==> config.mk <==
export PLATFORM = sky130hd
export DESIGN_NAME = port_f_pin_mux
export DESIGN_NICKNAME = d
export VERILOG_FILES = /design/src/rtl/port_f_pkg.sv /design/src/rtl/port_f_pin_select.sv /design/src/rtl/port_f_pin_mux.sv
export SDC_FILE = /design/constraint.sdc
export NUM_CORES = 1
export LEC_CHECK = 0
export BUFFER_PORTS_ARGS = -buffer_cell sky130_fd_sc_hd__buf_2
export CAP_MARGIN = 25
export CORE_MARGIN = 8
export CORE_UTILIZATION = 35
export CTS_CLUSTER_SIZE = 40
export DETAILED_ROUTE_END_ITERATION = 8
export PLACE_DENSITY_LB_ADDON = 0.12
export SLEW_MARGIN = 20
export SYNTH_ARGS = -nofsm -noshare
export SYNTH_HDL_FRONTEND = slang
export SYNTH_SLANG_ARGS = --single-unit
export TNS_END_PERCENT = 100
==> constraint.sdc <==
create_clock -name aclk -period 4.5 [get_ports aclk]
set_input_delay 0.45 -clock aclk [delete_from_list [all_inputs] [get_ports aclk]]
set_output_delay 0.45 -clock aclk [all_outputs]
set_load 0.05 [all_outputs]
==> src/rtl/port_f_pkg.sv <==
// Purpose: Constants and helpers for the port F pin multiplexer
// Assumes: AXI4-Lite register access, 32-bit data, one aclk domain
// Notes:   Byte addresses below are word aligned
//
// Notes on behaviour
// - The direction register is write-only and never reads back its bits.
// - Direction bit 7 resets to 1 in modes 1,2,4,5,6 and 0 in mode 7.
// - Pin 7 outputs the system clock when bit 7 is 1, else it is an input.
// - In modes 1,2,4,5,6 pin 6 is the address strobe when enabled, else I/O.
// - In modes 3 and 7 without expansion pins 6..0 are plain I/O.
// - In modes 1,2,4,5,6 pins 5 and 4 are always read and high write strobes.
// - Pin 3 is the low write strobe when expanded and enabled, else direction I/O.
// - In modes 1,2,4,5,6 pins 2 and 1 are column strobes when the bus controller enables them, else I/O.
// - Column/wait pins take their bus role when configured, else are I/O.
// - In modes 3 and 7 with expansion pins 7..3 behave as in bus modes.
// - In modes 3 and 7 with expansion pins 2..0 follow the function control.
// - The output latch is 8-bit read/write, resets to zero, feeds GPIO pins.

package port_f_pkg;

    localparam int          ADDR_W = 8;

    // Register byte offsets
    localparam logic [7:0]  OFF_DIR    = 8'h00;
    localparam logic [7:0]  OFF_LATCH  = 8'h04;
    localparam logic [7:0]  OFF_CFG    = 8'h08;
    localparam logic [7:0]  OFF_STATUS = 8'h0C;

    // Configuration register fields
    localparam int          CFG_EXTERNAL_EXPANSION_ENABLE   = 0;
    localparam int          CFG_ADDR_STROBE_OUT_ENABLE   = 1;
    localparam int          CFG_LOW_WRITE_STROBE_OUT_ENABLE  = 2;
    localparam int          CFG_LOWER_COLUMN_STROBE   = 3;
    localparam int          CFG_UPPER_COLUMN_STROBE   = 4;
    localparam int          CFG_WAIT   = 5;
    localparam int          CFG_W      = 6;

    // Status register fields
    localparam int          ST_DRIVE   = 0;
    localparam int          ST_MODE    = 8;
    localparam int          ST_PINS    = 12;

    // Reset values
    localparam logic [7:0]  LATCH_RST  = 8'h00;
    localparam logic [6:0]  DIR_LO_RST = 7'h00;
    localparam logic [5:0]  CFG_RST    = 6'h06;

    // Value returned for a direction register read (arbitrary)
    localparam logic [7:0]  DIR_READ_DEFAULT = 8'hA5;

    localparam logic [1:0]  RESP_OKAY   = 2'h0;
    localparam logic [1:0]  RESP_SLVERR = 2'h2;

    // Modes 1, 2, 4, 5, 6 run the external bus
    function automatic logic is_bus_mode(input logic [2:0] m);
        is_bus_mode = (m == 3'h1) || (m == 3'h2) || (m == 3'h4) ||
                      (m == 3'h5) || (m == 3'h6);
    endfunction

    // Modes 3 and 7 are single-chip unless expanded
    function automatic logic is_single_mode(input logic [2:0] m);
        is_single_mode = (m == 3'h3) || (m == 3'h7);
    endfunction

    // Word match of a bus address against an offset
    function automatic logic reg_hit(input logic [ADDR_W-1:0] a,
                                     input logic [7:0]        off);
        reg_hit = (a[ADDR_W-1:2] == off[ADDR_W-1:2]);
    endfunction

endpackage

==> src/rtl/port_f_pin_select.sv <==
// Purpose: Per-pin function choice between GPIO and bus-control roles
// Assumes: All inputs on aclk domain or static configuration
// Notes:   Purely combinational

`timescale 1ns/10ps
`default_nettype none

module port_f_pin_select
    import port_f_pkg::*;
(
    // Mode and configuration
    input  wire logic [2:0] mode,
    input  wire logic       external_expansion_enable,
    input  wire logic       addr_strobe_out_enable,
    input  wire logic       low_write_strobe_out_enable,
    input  wire logic [2:0] port_function_ctrl2,
    input  wire logic [2:0] bc_column_wait_en,
    // Port registers
    input  wire logic [7:0] pin_direction_select,
    input  wire logic [7:0] pin_output_latch,
    // Bus controller signals
    input  wire logic       sys_clk_level,
    input  wire logic       address_strobe,
    input  wire logic       read_strobe,
    input  wire logic       high_write_strobe,
    input  wire logic       low_write_strobe,
    input  wire logic       lower_column_strobe,
    input  wire logic       upper_column_strobe,
    // Pin drive
    output logic      [7:0] pin_out,
    output logic      [7:0] pin_oe_n,
    output logic      [7:0] bus_role
);

    logic       bus_mode;
    logic       expanded;
    logic [2:0] col_sel;
    logic [7:0] role_out;
    logic [7:0] role_oe_n;

    assign bus_mode = is_bus_mode(mode);
    // Single-chip modes follow bus modes once expanded
    assign expanded = bus_mode |
        (external_expansion_enable & is_single_mode(mode));

    // Column/wait roles: bus controller or function control
    assign col_sel = expanded ? (bus_mode ? bc_column_wait_en
                                          : port_function_ctrl2)
                              : 3'h0;

    assign bus_role[7] = pin_direction_select[7];
    assign bus_role[6] = expanded & addr_strobe_out_enable;
    assign bus_role[5] = expanded;
    assign bus_role[4] = expanded;
    assign bus_role[3] = expanded & low_write_strobe_out_enable;
    assign bus_role[2] = col_sel[2];
    assign bus_role[1] = col_sel[1];
    assign bus_role[0] = col_sel[0];

    assign role_out = {sys_clk_level, address_strobe, read_strobe,
                       high_write_strobe, low_write_strobe,
                       lower_column_strobe, upper_column_strobe, 1'b0};
    // Wait is the only bus role that listens
    assign role_oe_n = 8'h01;

    assign pin_out  = (bus_role & role_out) |
                      (~bus_role & pin_output_latch);
    assign pin_oe_n = (bus_role & role_oe_n) |
                      (~bus_role & ~pin_direction_select);

endmodule // port_f_pin_select

`default_nettype wire

==> src/rtl/port_f_pin_mux.sv <==
// Purpose: Port F registers, AXI4-Lite slave and pin multiplexer
// Assumes: Operating mode comes from system control on aclk
// Notes:   One write and one read in flight at a time
//
// Local design decisions: the address map and the AXI4-Lite register port.

`timescale 1ns/10ps
`default_nettype none

module port_f_pin_mux
    import port_f_pkg::*;
#(
    parameter logic [7:0] DIR_READ_VALUE = DIR_READ_DEFAULT
)
(
    // Clock and reset
    input  wire logic              aclk,
    input  wire logic              aresetn,
    // AXI4-Lite write address
    input  wire logic [ADDR_W-1:0] s_axi_awaddr,
    input  wire logic [2:0]        s_axi_awprot,
    input  wire logic              s_axi_awvalid,
    output logic                   s_axi_awready,
    // AXI4-Lite write data
    input  wire logic [31:0]       s_axi_wdata,
    input  wire logic [3:0]        s_axi_wstrb,
    input  wire logic              s_axi_wvalid,
    output logic                   s_axi_wready,
    // AXI4-Lite write response
    output logic [1:0]             s_axi_bresp,
    output logic                   s_axi_bvalid,
    input  wire logic              s_axi_bready,
    // AXI4-Lite read address
    input  wire logic [ADDR_W-1:0] s_axi_araddr,
    input  wire logic [2:0]        s_axi_arprot,
    input  wire logic              s_axi_arvalid,
    output logic                   s_axi_arready,
    // AXI4-Lite read data
    output logic [31:0]            s_axi_rdata,
    output logic [1:0]             s_axi_rresp,
    output logic                   s_axi_rvalid,
    input  wire logic              s_axi_rready,
    // System control
    input  wire logic [2:0]        op_mode,
    input  wire logic              sys_clk_level,
    // Bus controller strobes
    input  wire logic              address_strobe,
    input  wire logic              read_strobe,
    input  wire logic              high_write_strobe,
    input  wire logic              low_write_strobe,
    input  wire logic              lower_column_strobe,
    input  wire logic              upper_column_strobe,
    // Bus controller column/wait enables {lower, upper, wait}
    input  wire logic [2:0]        bc_column_wait_en,
    // Wait level to bus controller
    output logic                   wait_level,
    // Pins
    input  wire logic [7:0]        pin_in,
    output logic      [7:0]        pin_out,
    output logic      [7:0]        pin_oe_n
);

    typedef enum logic [1:0] {
        WR_IDLE = 2'b01,
        WR_RESP = 2'b10
    } wr_state_e;

    typedef enum logic [1:0] {
        RD_IDLE = 2'b01,
        RD_RESP = 2'b10
    } rd_state_e;

    wr_state_e         wr_state_r;
    wr_state_e         wr_state_nxt;
    rd_state_e         rd_state_r;
    rd_state_e         rd_state_nxt;

    // Write channel holding
    logic              aw_held_r;
    logic [ADDR_W-1:0] aw_addr_r;
    logic              w_held_r;
    logic [31:0]       w_data_r;
    logic [3:0]        w_strb_r;
    logic [1:0]        bresp_r;

    // Read channel
    logic [31:0]       rdata_r;
    logic [1:0]        rresp_r;

    // Port registers
    logic [7:0]        dir_r;
    logic [7:0]        latch_r;
    logic [CFG_W-1:0]  cfg_r;
    logic [2:0]        mode_r;

    // Pin synchroniser
    logic [7:0]        pin_meta_r;
    logic [7:0]        pin_sync_r;

    // Decode and control wires
    logic              aw_take;
    logic              w_take;
    logic              ar_take;
    logic              wr_go;
    logic              byte0_en;
    logic              hit_w_dir;
    logic              hit_w_latch;
    logic              hit_w_cfg;
    logic              hit_w_status;
    logic              hit_w_any;
    logic              hit_r_dir;
    logic              hit_r_latch;
    logic              hit_r_cfg;
    logic              hit_r_status;
    logic              hit_r_any;
    logic              wr_dir;
    logic              wr_latch;
    logic              wr_cfg;
    logic [7:0]        bus_role;
    logic [7:0]        drive_map;
    logic [31:0]       status_word;
    logic [31:0]       rd_mux;

    // Handshakes
    assign s_axi_awready = !aw_held_r && (wr_state_r == WR_IDLE);
    assign s_axi_wready  = !w_held_r && (wr_state_r == WR_IDLE);
    assign s_axi_arready = (rd_state_r == RD_IDLE);
    assign s_axi_bvalid  = (wr_state_r == WR_RESP);
    assign s_axi_rvalid  = (rd_state_r == RD_RESP);
    assign s_axi_bresp   = bresp_r;
    assign s_axi_rresp   = rresp_r;
    assign s_axi_rdata   = rdata_r;

    assign aw_take = s_axi_awvalid && s_axi_awready;
    assign w_take  = s_axi_wvalid && s_axi_wready;
    assign ar_take = s_axi_arvalid && s_axi_arready;
    // Commit once both halves of a write are held
    assign wr_go   = aw_held_r && w_held_r && (wr_state_r == WR_IDLE);

    // Write address decode
    assign hit_w_dir    = reg_hit(aw_addr_r, OFF_DIR);
    assign hit_w_latch  = reg_hit(aw_addr_r, OFF_LATCH);
    assign hit_w_cfg    = reg_hit(aw_addr_r, OFF_CFG);
    assign hit_w_status = reg_hit(aw_addr_r, OFF_STATUS);
    assign hit_w_any    = hit_w_dir | hit_w_latch | hit_w_cfg |
                          hit_w_status;

    assign byte0_en = w_strb_r[0];
    assign wr_dir   = wr_go && hit_w_dir && byte0_en;
    assign wr_latch = wr_go && hit_w_latch && byte0_en;
    assign wr_cfg   = wr_go && hit_w_cfg && byte0_en;

    // Read address decode
    assign hit_r_dir    = reg_hit(s_axi_araddr, OFF_DIR);
    assign hit_r_latch  = reg_hit(s_axi_araddr, OFF_LATCH);
    assign hit_r_cfg    = reg_hit(s_axi_araddr, OFF_CFG);
    assign hit_r_status = reg_hit(s_axi_araddr, OFF_STATUS);
    assign hit_r_any    = hit_r_dir | hit_r_latch | hit_r_cfg |
                          hit_r_status;

    assign drive_map   = ~pin_oe_n;
    assign status_word = {12'h000, pin_sync_r, 1'b0, mode_r, drive_map};

    // Direction reads return a fixed pattern, not the stored bits
    assign rd_mux = hit_r_dir    ? {24'h000000, DIR_READ_VALUE} :
                    hit_r_latch  ? {24'h000000, latch_r} :
                    hit_r_cfg    ? {26'h0000000, cfg_r} :
                    hit_r_status ? status_word :
                                   32'h00000000;

    // Write state machine
    always_comb begin
        wr_state_nxt = wr_state_r;
        case (wr_state_r)
            WR_IDLE: begin
                if (wr_go) begin
                    wr_state_nxt = WR_RESP;
                end
            end
            WR_RESP: begin
                if (s_axi_bready) begin
                    wr_state_nxt = WR_IDLE;
                end
            end
            default: wr_state_nxt = WR_IDLE;
        endcase
    end

    // Read state machine
    always_comb begin
        rd_state_nxt = rd_state_r;
        case (rd_state_r)
            RD_IDLE: begin
                if (ar_take) begin
                    rd_state_nxt = RD_RESP;
                end
            end
            RD_RESP: begin
                if (s_axi_rready) begin
                    rd_state_nxt = RD_IDLE;
                end
            end
            default: rd_state_nxt = RD_IDLE;
        endcase
    end

    always_ff @(posedge aclk) begin
        if (!aresetn) begin
            wr_state_r <= WR_IDLE;
            rd_state_r <= RD_IDLE;
        end else begin
            wr_state_r <= wr_state_nxt;
            rd_state_r <= rd_state_nxt;
        end
    end

    // Write address hold
    always_ff @(posedge aclk) begin
        if (!aresetn) begin
            aw_held_r <= 1'b0;
            aw_addr_r <= '0;
        end else if (aw_take) begin
            aw_held_r <= 1'b1;
            aw_addr_r <= s_axi_awaddr;
        end else if (wr_go) begin
            aw_held_r <= 1'b0;
        end
    end

    // Write data hold
    always_ff @(posedge aclk) begin
        if (!aresetn) begin
            w_held_r <= 1'b0;
            w_data_r <= 32'h00000000;
            w_strb_r <= 4'h0;
        end else if (w_take) begin
            w_held_r <= 1'b1;
            w_data_r <= s_axi_wdata;
            w_strb_r <= s_axi_wstrb;
        end else if (wr_go) begin
            w_held_r <= 1'b0;
        end
    end

    always_ff @(posedge aclk) begin
        if (!aresetn) begin
            bresp_r <= RESP_OKAY;
        end else if (wr_go) begin
            bresp_r <= hit_w_any ? RESP_OKAY : RESP_SLVERR;
        end
    end

    always_ff @(posedge aclk) begin
        if (!aresetn) begin
            rdata_r <= 32'h00000000;
            rresp_r <= RESP_OKAY;
        end else if (ar_take) begin
            rdata_r <= rd_mux;
            rresp_r <= hit_r_any ? RESP_OKAY : RESP_SLVERR;
        end
    end

    // Mode is caught during reset; bit 7 direction depends on it
    always_ff @(posedge aclk) begin
        if (!aresetn) begin
            mode_r <= op_mode;
            dir_r  <= {is_bus_mode(op_mode), DIR_LO_RST};
        end else if (wr_dir) begin
            dir_r  <= w_data_r[7:0];
        end
    end

    always_ff @(posedge aclk) begin
        if (!aresetn) begin
            latch_r <= LATCH_RST;
        end else if (wr_latch) begin
            latch_r <= w_data_r[7:0];
        end
    end

    always_ff @(posedge aclk) begin
        if (!aresetn) begin
            cfg_r <= CFG_RST;
        end else if (wr_cfg) begin
            cfg_r <= w_data_r[CFG_W-1:0];
        end
    end

    // Two-flop synchroniser on pin levels
    always_ff @(posedge aclk) begin
        if (!aresetn) begin
            pin_meta_r <= 8'h00;
            pin_sync_r <= 8'h00;
        end else begin
            pin_meta_r <= pin_in;
            pin_sync_r <= pin_meta_r;
        end
    end

    // Wait level only means something while pin 0 holds its bus role
    assign wait_level = pin_sync_r[0] & bus_role[0];

    port_f_pin_select u_pin_select (
        .mode                        (mode_r),
        .external_expansion_enable   (cfg_r[CFG_EXTERNAL_EXPANSION_ENABLE]),
        .addr_strobe_out_enable      (cfg_r[CFG_ADDR_STROBE_OUT_ENABLE]),
        .low_write_strobe_out_enable (cfg_r[CFG_LOW_WRITE_STROBE_OUT_ENABLE]),
        .port_function_ctrl2         ({cfg_r[CFG_LOWER_COLUMN_STROBE], cfg_r[CFG_UPPER_COLUMN_STROBE],
                                       cfg_r[CFG_WAIT]}),
        .bc_column_wait_en           (bc_column_wait_en),
        .pin_direction_select        (dir_r),
        .pin_output_latch            (latch_r),
        .sys_clk_level               (sys_clk_level),
        .address_strobe              (address_strobe),
        .read_strobe                 (read_strobe),
        .high_write_strobe           (high_write_strobe),
        .low_write_strobe            (low_write_strobe),
        .lower_column_strobe         (lower_column_strobe),
        .upper_column_strobe         (upper_column_strobe),
        .pin_out                     (pin_out),
        .pin_oe_n                    (pin_oe_n),
        .bus_role                    (bus_role)
    );

endmodule // port_f_pin_mux

`default_nettype wire

### Yosys cells after proc, flatten, opt, wreduce, memory -nomap -nowiden

Cells that the tools add are included.

* equal/unequal tests: 27
* muxes and demuxes: 19
* bitwise logic cells: 19
* reduce and logical (&&, ||, !) cells: 30

Operators by type and width (count)
* 20-bit 2-to-1 mux: 4
* 8-bit bitwise AND: 3
* 6-bit by 2-bit equality test with 1-bit output (second input constant): 4
* 8-bit inverter: 3
* 3-bit equality test (second input constant): 7
* 8-bit 2-to-1 mux: 2
* 1-bit logical AND: 13
* 6-bit by 1-bit equality test with 1-bit output (second input constant): 2
* 6-bit zero test: 2
* 2-bit 2-to-1 mux: 6
* 3-bit by 2-bit equality test with 1-bit output (second input constant): 3
* 1-bit logical OR: 9
* 2-bit by 1-bit inequality test with 1-bit output (second input constant): 4
* 1-bit by 8-bit bitwise OR with 8-bit output: 1
* 8-bit bitwise OR: 1
* 2-bit one-hot mux with 2 select lines: 2
* 1-bit bitwise OR: 7
* 3-bit by 1-bit equality test with 1-bit output (second input constant): 2
* 3-bit 2-to-1 mux: 2
* 1-bit bitwise AND: 4
* 2-bit by 1-bit equality test with 1-bit output (second input constant): 2
* 2-bit equality test (second input constant): 2
* 2-bit AND reduction: 2
* 2-bit nonzero test: 2
* 3 further kinds: 6

* flip-flop bits (word level): 100

### Logic depth before layout (Yosys ltp)

* depth in word-level cells: 15
* mapped depth: 6
* gate-level depth less buffers: 4

### Modules after synthesis

From an unflattened synthesis, not the netlist that was laid out.

* cells, all modules: 390
* area, all modules: 3588.4 um2

By module, submodules not included
* port_f_pin_mux: times used 1, cells each 350, area each 3284.4 um2, seq. area each 1701.6 um2
* port_f_pin_select: times used 1, cells each 40, area each 304.0 um2, seq. area each 0.0 um2

### Least setup slack after synthesis

Ideal clock, no wire load.

* path kind: register to output
* from: register mode_r[1]
* to: output port pin_oe_n[3]
* data arrival time: 2.053 ns
* data required time: 4.050 ns
* path slack: 1.997 ns
* cell stages (with the launch flop): 6
* buffers on the path: 2
* cell sequence: edfxtp_1 > clkbuf_1 > or3_1 > and2_1 > clkbuf_1 > a21oi_1

* longest elaborated chain between the ends: 10

RTL lines
* start: declaration: RTL line port_f_pin_mux.sv:94 `logic [2:0] mode_r;`
* start signal: assignment: RTL line port_f_pin_mux.sv:266 `mode_r <= op_mode;`
* 3-bit by 1-bit equality test with 1-bit output or 3-bit by 2-bit equality test with 1-bit output (tied branches): RTL line port_f_pkg.sv:56 `is_bus_mode = (m == 3'h1) || (m == 3'h2) || (m == 3'h4) ||`
* 1-bit logical OR (3 in a row): RTL line port_f_pkg.sv:56
* 1-bit logical OR: RTL line port_f_pkg.sv:57 `(m == 3'h5) || (m == 3'h6);`
* 1-bit bitwise OR (*): RTL line port_f_pin_select.sv:43 `assign expanded = bus_mode |`
* 1-bit bitwise AND (*): RTL line port_f_pin_select.sv:55 `assign bus_role[3] = expanded & low_write_strobe_out_enable;`
* 8-bit inverter (*): RTL line port_f_pin_select.sv:69 `(~bus_role & ~pin_direction_select);`
* 8-bit bitwise AND (*): RTL line port_f_pin_select.sv:69
* 1-bit by 8-bit bitwise OR with 8-bit output (*): RTL line port_f_pin_select.sv:68 `assign pin_oe_n = (bus_role & role_oe_n) |`
* end: declaration: RTL line port_f_pin_mux.sv:60 `output logic [7:0] pin_oe_n`

Mark *: on every way between the ends. The rest lies on a longest branch, timed or not.

### Worst setup path after layout

* from: register mode_r[1]
* to: output port pin_out[6]

* longest elaborated chain between the ends: 10

RTL lines
* 3-bit by 1-bit equality test with 1-bit output or 3-bit by 2-bit equality test with 1-bit output (tied branches): RTL line port_f_pkg.sv:56
* 1-bit logical OR (3 in a row): RTL line port_f_pkg.sv:56
* 1-bit logical OR: RTL line port_f_pkg.sv:57
* 1-bit bitwise OR (*): RTL line port_f_pin_select.sv:43
* 1-bit bitwise AND (*): RTL line port_f_pin_select.sv:52 `assign bus_role[6] = expanded & addr_strobe_out_enable;`
* 8-bit inverter: RTL line port_f_pin_select.sv:67 `(~bus_role & pin_output_latch);`
* 8-bit bitwise AND: RTL line port_f_pin_select.sv:67
* 8-bit bitwise OR (*): RTL line port_f_pin_select.sv:66 `assign pin_out = (bus_role & role_out) |`
* end: declaration: RTL line port_f_pin_mux.sv:59 `output logic [7:0] pin_out,`

Marks and branches as above.

==> results.py <==
metrics = {
    "run_status": {
        "run_status": "completed",
    },
    "global_route": {
        "grt.busiest_layer": "met2",
        "grt_remaining_overflow": 0,
        "grt_start_max_net_pins": 33,
        "groute.layer.met1.usage_pct": 17.0,
        "grt_first_pass_wirelength_um": 13500,
        "grtUsageMet3_pct": 4.23,
        "grt_antenna_before_repair": 0,
        "grt_util_all_layers_pct": 13.1,
        "global_route.usage.met2_pct": 19.6,
        "number_of_global_route_vias_before_repair": 2661,
    },
    "pwr": {
        "total_power_mw": 1.76,
        "vdd_ir_drop_max_mv": 0.186,
        "p_per_area_nw_per_um2": 423,
        "total_leakage_power_nw": 1.83,
    },
    "floorplan": {
        "chip_height_um": 114,
        "die_width_um": 114,
        "io_pins": 144,
        "fp.dieArea_sq_um": 13000,
        "placement_row_count": 35,
        "start_util_pct": 36.1,
        "placeable_core_region_sq_um": 9280,
    },
    "layout": {
        "drive_gt1_share_pct": 26.4,
        "final_net_count": 536,
        "flow.area_growth_from_synthesis_pct": 23.7,
        "final_design_area_no_fill_sq_um": 4150,
        "finish.utilization_pct": 44.7,
        "antenna_cells": 0,
    },
    "worst_setup_path": {
        "timing.critical_path.required_ns": 4.05,
        "worst-r2r-setup-slack_ns": 2.39,
        "cpMaxStageDelayCell": "sky130_fd_sc_hd__edfxtp_1",
        "critical-path-max-stage-delay_ns": 0.53,
        "timing.critical_path.buf_inv": 1,
        "path_cells": "or3_1 > and2_1 > nand2_1 > mux2_2 > buf_2",
        "r2r_end": "dir_r[7]$_DFFE_PP_",
        "crit_family": "simple AND/OR/NAND/NOR gates",
        "setup.worst_path.class": "reg -> out",
        "crit_arrival_ns": 2.29,
        "setup.worst_path.end_class": "output port",
        "setup_crit_start_kind": "register",
        "crit_cells": 5,
        "setup.worst_path.end": "pin_out[6]",
        "rr_worst_depth": 3,
        "critPathLaunch": "mode_r[1]$_DFFE_PN_",
        "crit-reg2reg-launch": "aw_addr_r[5]$_SDFFE_PN0P_",
        "worst-path-max-fanout": 10,
    },
    "cts": {
        "cts_max_path_buffers": 2,
        "post_cts_hold_buffer_count": 0,
        "cts-buffers-inserted": 9,
        "worst_setup_hold_path_clk_slew_ns": 0.09,
        "post-cts-setup-buffer-count": 0,
        "post_cts_resized": 0,
        "cts.sinks": 83,
        "cts_tree": "yes",
        "cts_root_buffer": "sky130_fd_sc_hd__clkbuf_8",
        "htreeDepth": 3,
        "clk-insertion-delay-late_ns": 0.35,
    },
    "run": {
        "drv_cap": 0,
    },
    "worst_hold_path": {
        "holdCritPathClass": "in -> reg",
    },
    "logic_synthesis": {
        "synth_enable_flop_cells": 4,
        "synth.largest_area_cell": "sky130_fd_sc_hd__dfxtp_1",
        "post_synth_most_frequent_cells": "sky130_fd_sc_hd__dfxtp_1, sky130_fd_sc_hd__nor2_1, sky130_fd_sc_hd__nand2_1",
        "area_share_of_the_largest_cell_type_after_synthesis_pct": 47.1,
        "async_reset_ff_share_pct": 0,
        "yosysMostFrequentCell": "sky130_fd_sc_hd__dfxtp_1",
        "mean_post_synth_cell_area_sq_um": 9.22,
        "synthesis.area_sq_um": 3360,
        "ys_top_cells_by_area": "sky130_fd_sc_hd__dfxtp_1, sky130_fd_sc_hd__mux2i_1, sky130_fd_sc_hd__nor2_1, sky130_fd_sc_hd__nand2_1, sky130_fd_sc_hd__edfxtp_1",
        "ys.warnings.count": 0,
        "synth-seq-cells": 83,
        "synth-main-ff-cell": "sky130_fd_sc_hd__dfxtp_1",
        "ys_seq_area_share_pct": 50.7,
        "synthCells": 364,
        "yosysUniqueCellTypes": 41,
    },
    "detailed_routing": {
        "vias_per_cell": 4.60,
        "finalWirelength_um": 8430,
        "drtIter0Drc": 86,
        "vias": 2686,
        "final_antenna_net_count": 0,
        "detailedRoute.firstPassIterationCount": 4,
        "post_dr_wirelength_cell_um": 14.4,
        "drc": 0,
    },
    "sta": {
        "max_slew_margin_pct": 47.1,
        "slew_violations": 0,
        "final_critical_path_required_period_ns": 2.74,
        "worst_slew_pin_slew_ns": 0.788,
        "max_freq_mhz": 365,
        "finalSetupTns_ns": 0,
        "timing.final.ws_setup_ns": 1.76,
        "grt_setup_unrepaired": "false",
        "timing_hold_violations_final": 0,
        "clock-skew-final_ns": 0.00615,
        "min_period_over_period_pct": 60.9,
        "setup_violations": 0,
    },
    "placement": {
        "place.gp.congestion": 0.794,
        "postPlaceCellArea_sq_um": 3870,
        "detailedPlace.worstSlack_ns": 2.13,
        "io_buffer_count": 91,
        "dp.final_hpwl_um": 6320,
    },
}
per-stage QoR:
stage | hold WS (ns) | cells
after floorplan | 0.412 | 378
after global placement | 0.415 | 568
after detailed placement | 0.418 | 568
after CTS | 0.269 | 584
after global routing | 0.268 | 584
final | 0.289 | 584
layer usage:
metal / share of wire, % / vias to the layer above
met5: 0 / -
met2: 43 / 83
met4: 1.0 / 0
met3: 7.0 / 9
li1: - / 1375
met1: 49 / 1219
layout by cell type (no fill, tap or decap), drive strengths merged, types with 3 or more instances in the layout:
| master | synthesis | layout |
|---|---|---|
| buf | 18 | 93 |
| nand3b | 3 | 3 |
| and2 | 19 | 19 |
| o21ai | 11 | 11 |
| nor2b | 5 | 5 |
| bufinv | 0 | 4 |
| edfxtp | 4 | 4 |
| mux2i | 28 | 28 |
| a22oi | 11 | 11 |
| dfxtp | 79 | 79 |
| or4 | 3 | 3 |
| nand2 | 44 | 44 |
| mux2 | 7 | 7 |
| conb | 1 | 15 |
| nand2b | 3 | 3 |
| nor3b | 4 | 4 |
| nor3 | 9 | 9 |
| clkbuf | 14 | 11 |
| nor2 | 53 | 53 |
| a21oi | 19 | 19 |
| inv | 9 | 10 |
state kept, by name (all words and copies together) (netlist names):
register and count:
cfg_r 6, pin_sync_r 8, rd_state_r 2, mode_r 3
w_data_r 8, dir_r 8, s_axi_rdata 19, s_axi_bresp 1
aw_addr_r 6, latch_r 8, s_axi_rresp 1, aw_held_r 1
pin_meta_r 8, w_strb_r 1, wr_state_r 2, w_held_r 1
layout make-up:
type                       instances  area (sq um)
timing repair buffer              93           470
inverter                           9          33.8
clock buffer                      11           153
multi-input combinational        254          1500
clock inverter                     5           131
fill                             953          5130
sequential                        83          1700
tap                              129           161
report_power, final:
group / leakage, nW / switching [mW] / internal, mW
Sequential: 0.683 / 0.0198 / 0.765
Clock: 0.141 / 0.275 / 0.463
Combinational: 1.01 / 0.168 / 0.0657
worst min-delay path by stage:
stage                                   startpoint                  endpoint  slack, ns  cells past startpoint
after detailed placement  pin_meta_r[7]$_SDFF_PN0_  pin_sync_r[7]$_SDFF_PN0_       0.42                      1
after global routing                    op_mode[2]       mode_r[2]$_DFFE_PN_       0.27                      1
after CTS                               op_mode[2]       mode_r[2]$_DFFE_PN_       0.27                      1
after floorplan           pin_meta_r[0]$_SDFF_PN0_  pin_sync_r[0]$_SDFF_PN0_       0.41                      1
after global placement    pin_meta_r[1]$_SDFF_PN0_  pin_sync_r[1]$_SDFF_PN0_       0.41                      1
final                                   op_mode[2]       mode_r[2]$_DFFE_PN_       0.29                      1
worst reg2reg max path: stages, from the launching register on:
cell                      delay (ns)
sky130_fd_sc_hd__dfxtp_1        0.32
sky130_fd_sc_hd__or4_4          0.58
sky130_fd_sc_hd__or4_1          0.76
sky130_fd_sc_hd__nand2_1        0.17
kinds of logic (layout without fill, tap and decap cells):
| kind of cell | count (synthesis) | after routing | synth area share (%) |
|---|---|---|---|
| buffers and inverters | 41 | 118 | 6.30 |
| other | 1 | 15 | 0.112 |
| DFF | 83 | 83 | 50.7 |
| AOI/OAI and AO/OA | 55 | 55 | 10.4 |
| muxes | 35 | 35 | 10.7 |
| and+or+nand+nor | 149 | 149 | 21.8 |
No activity file was read; power rests on OpenSTA's default activity.
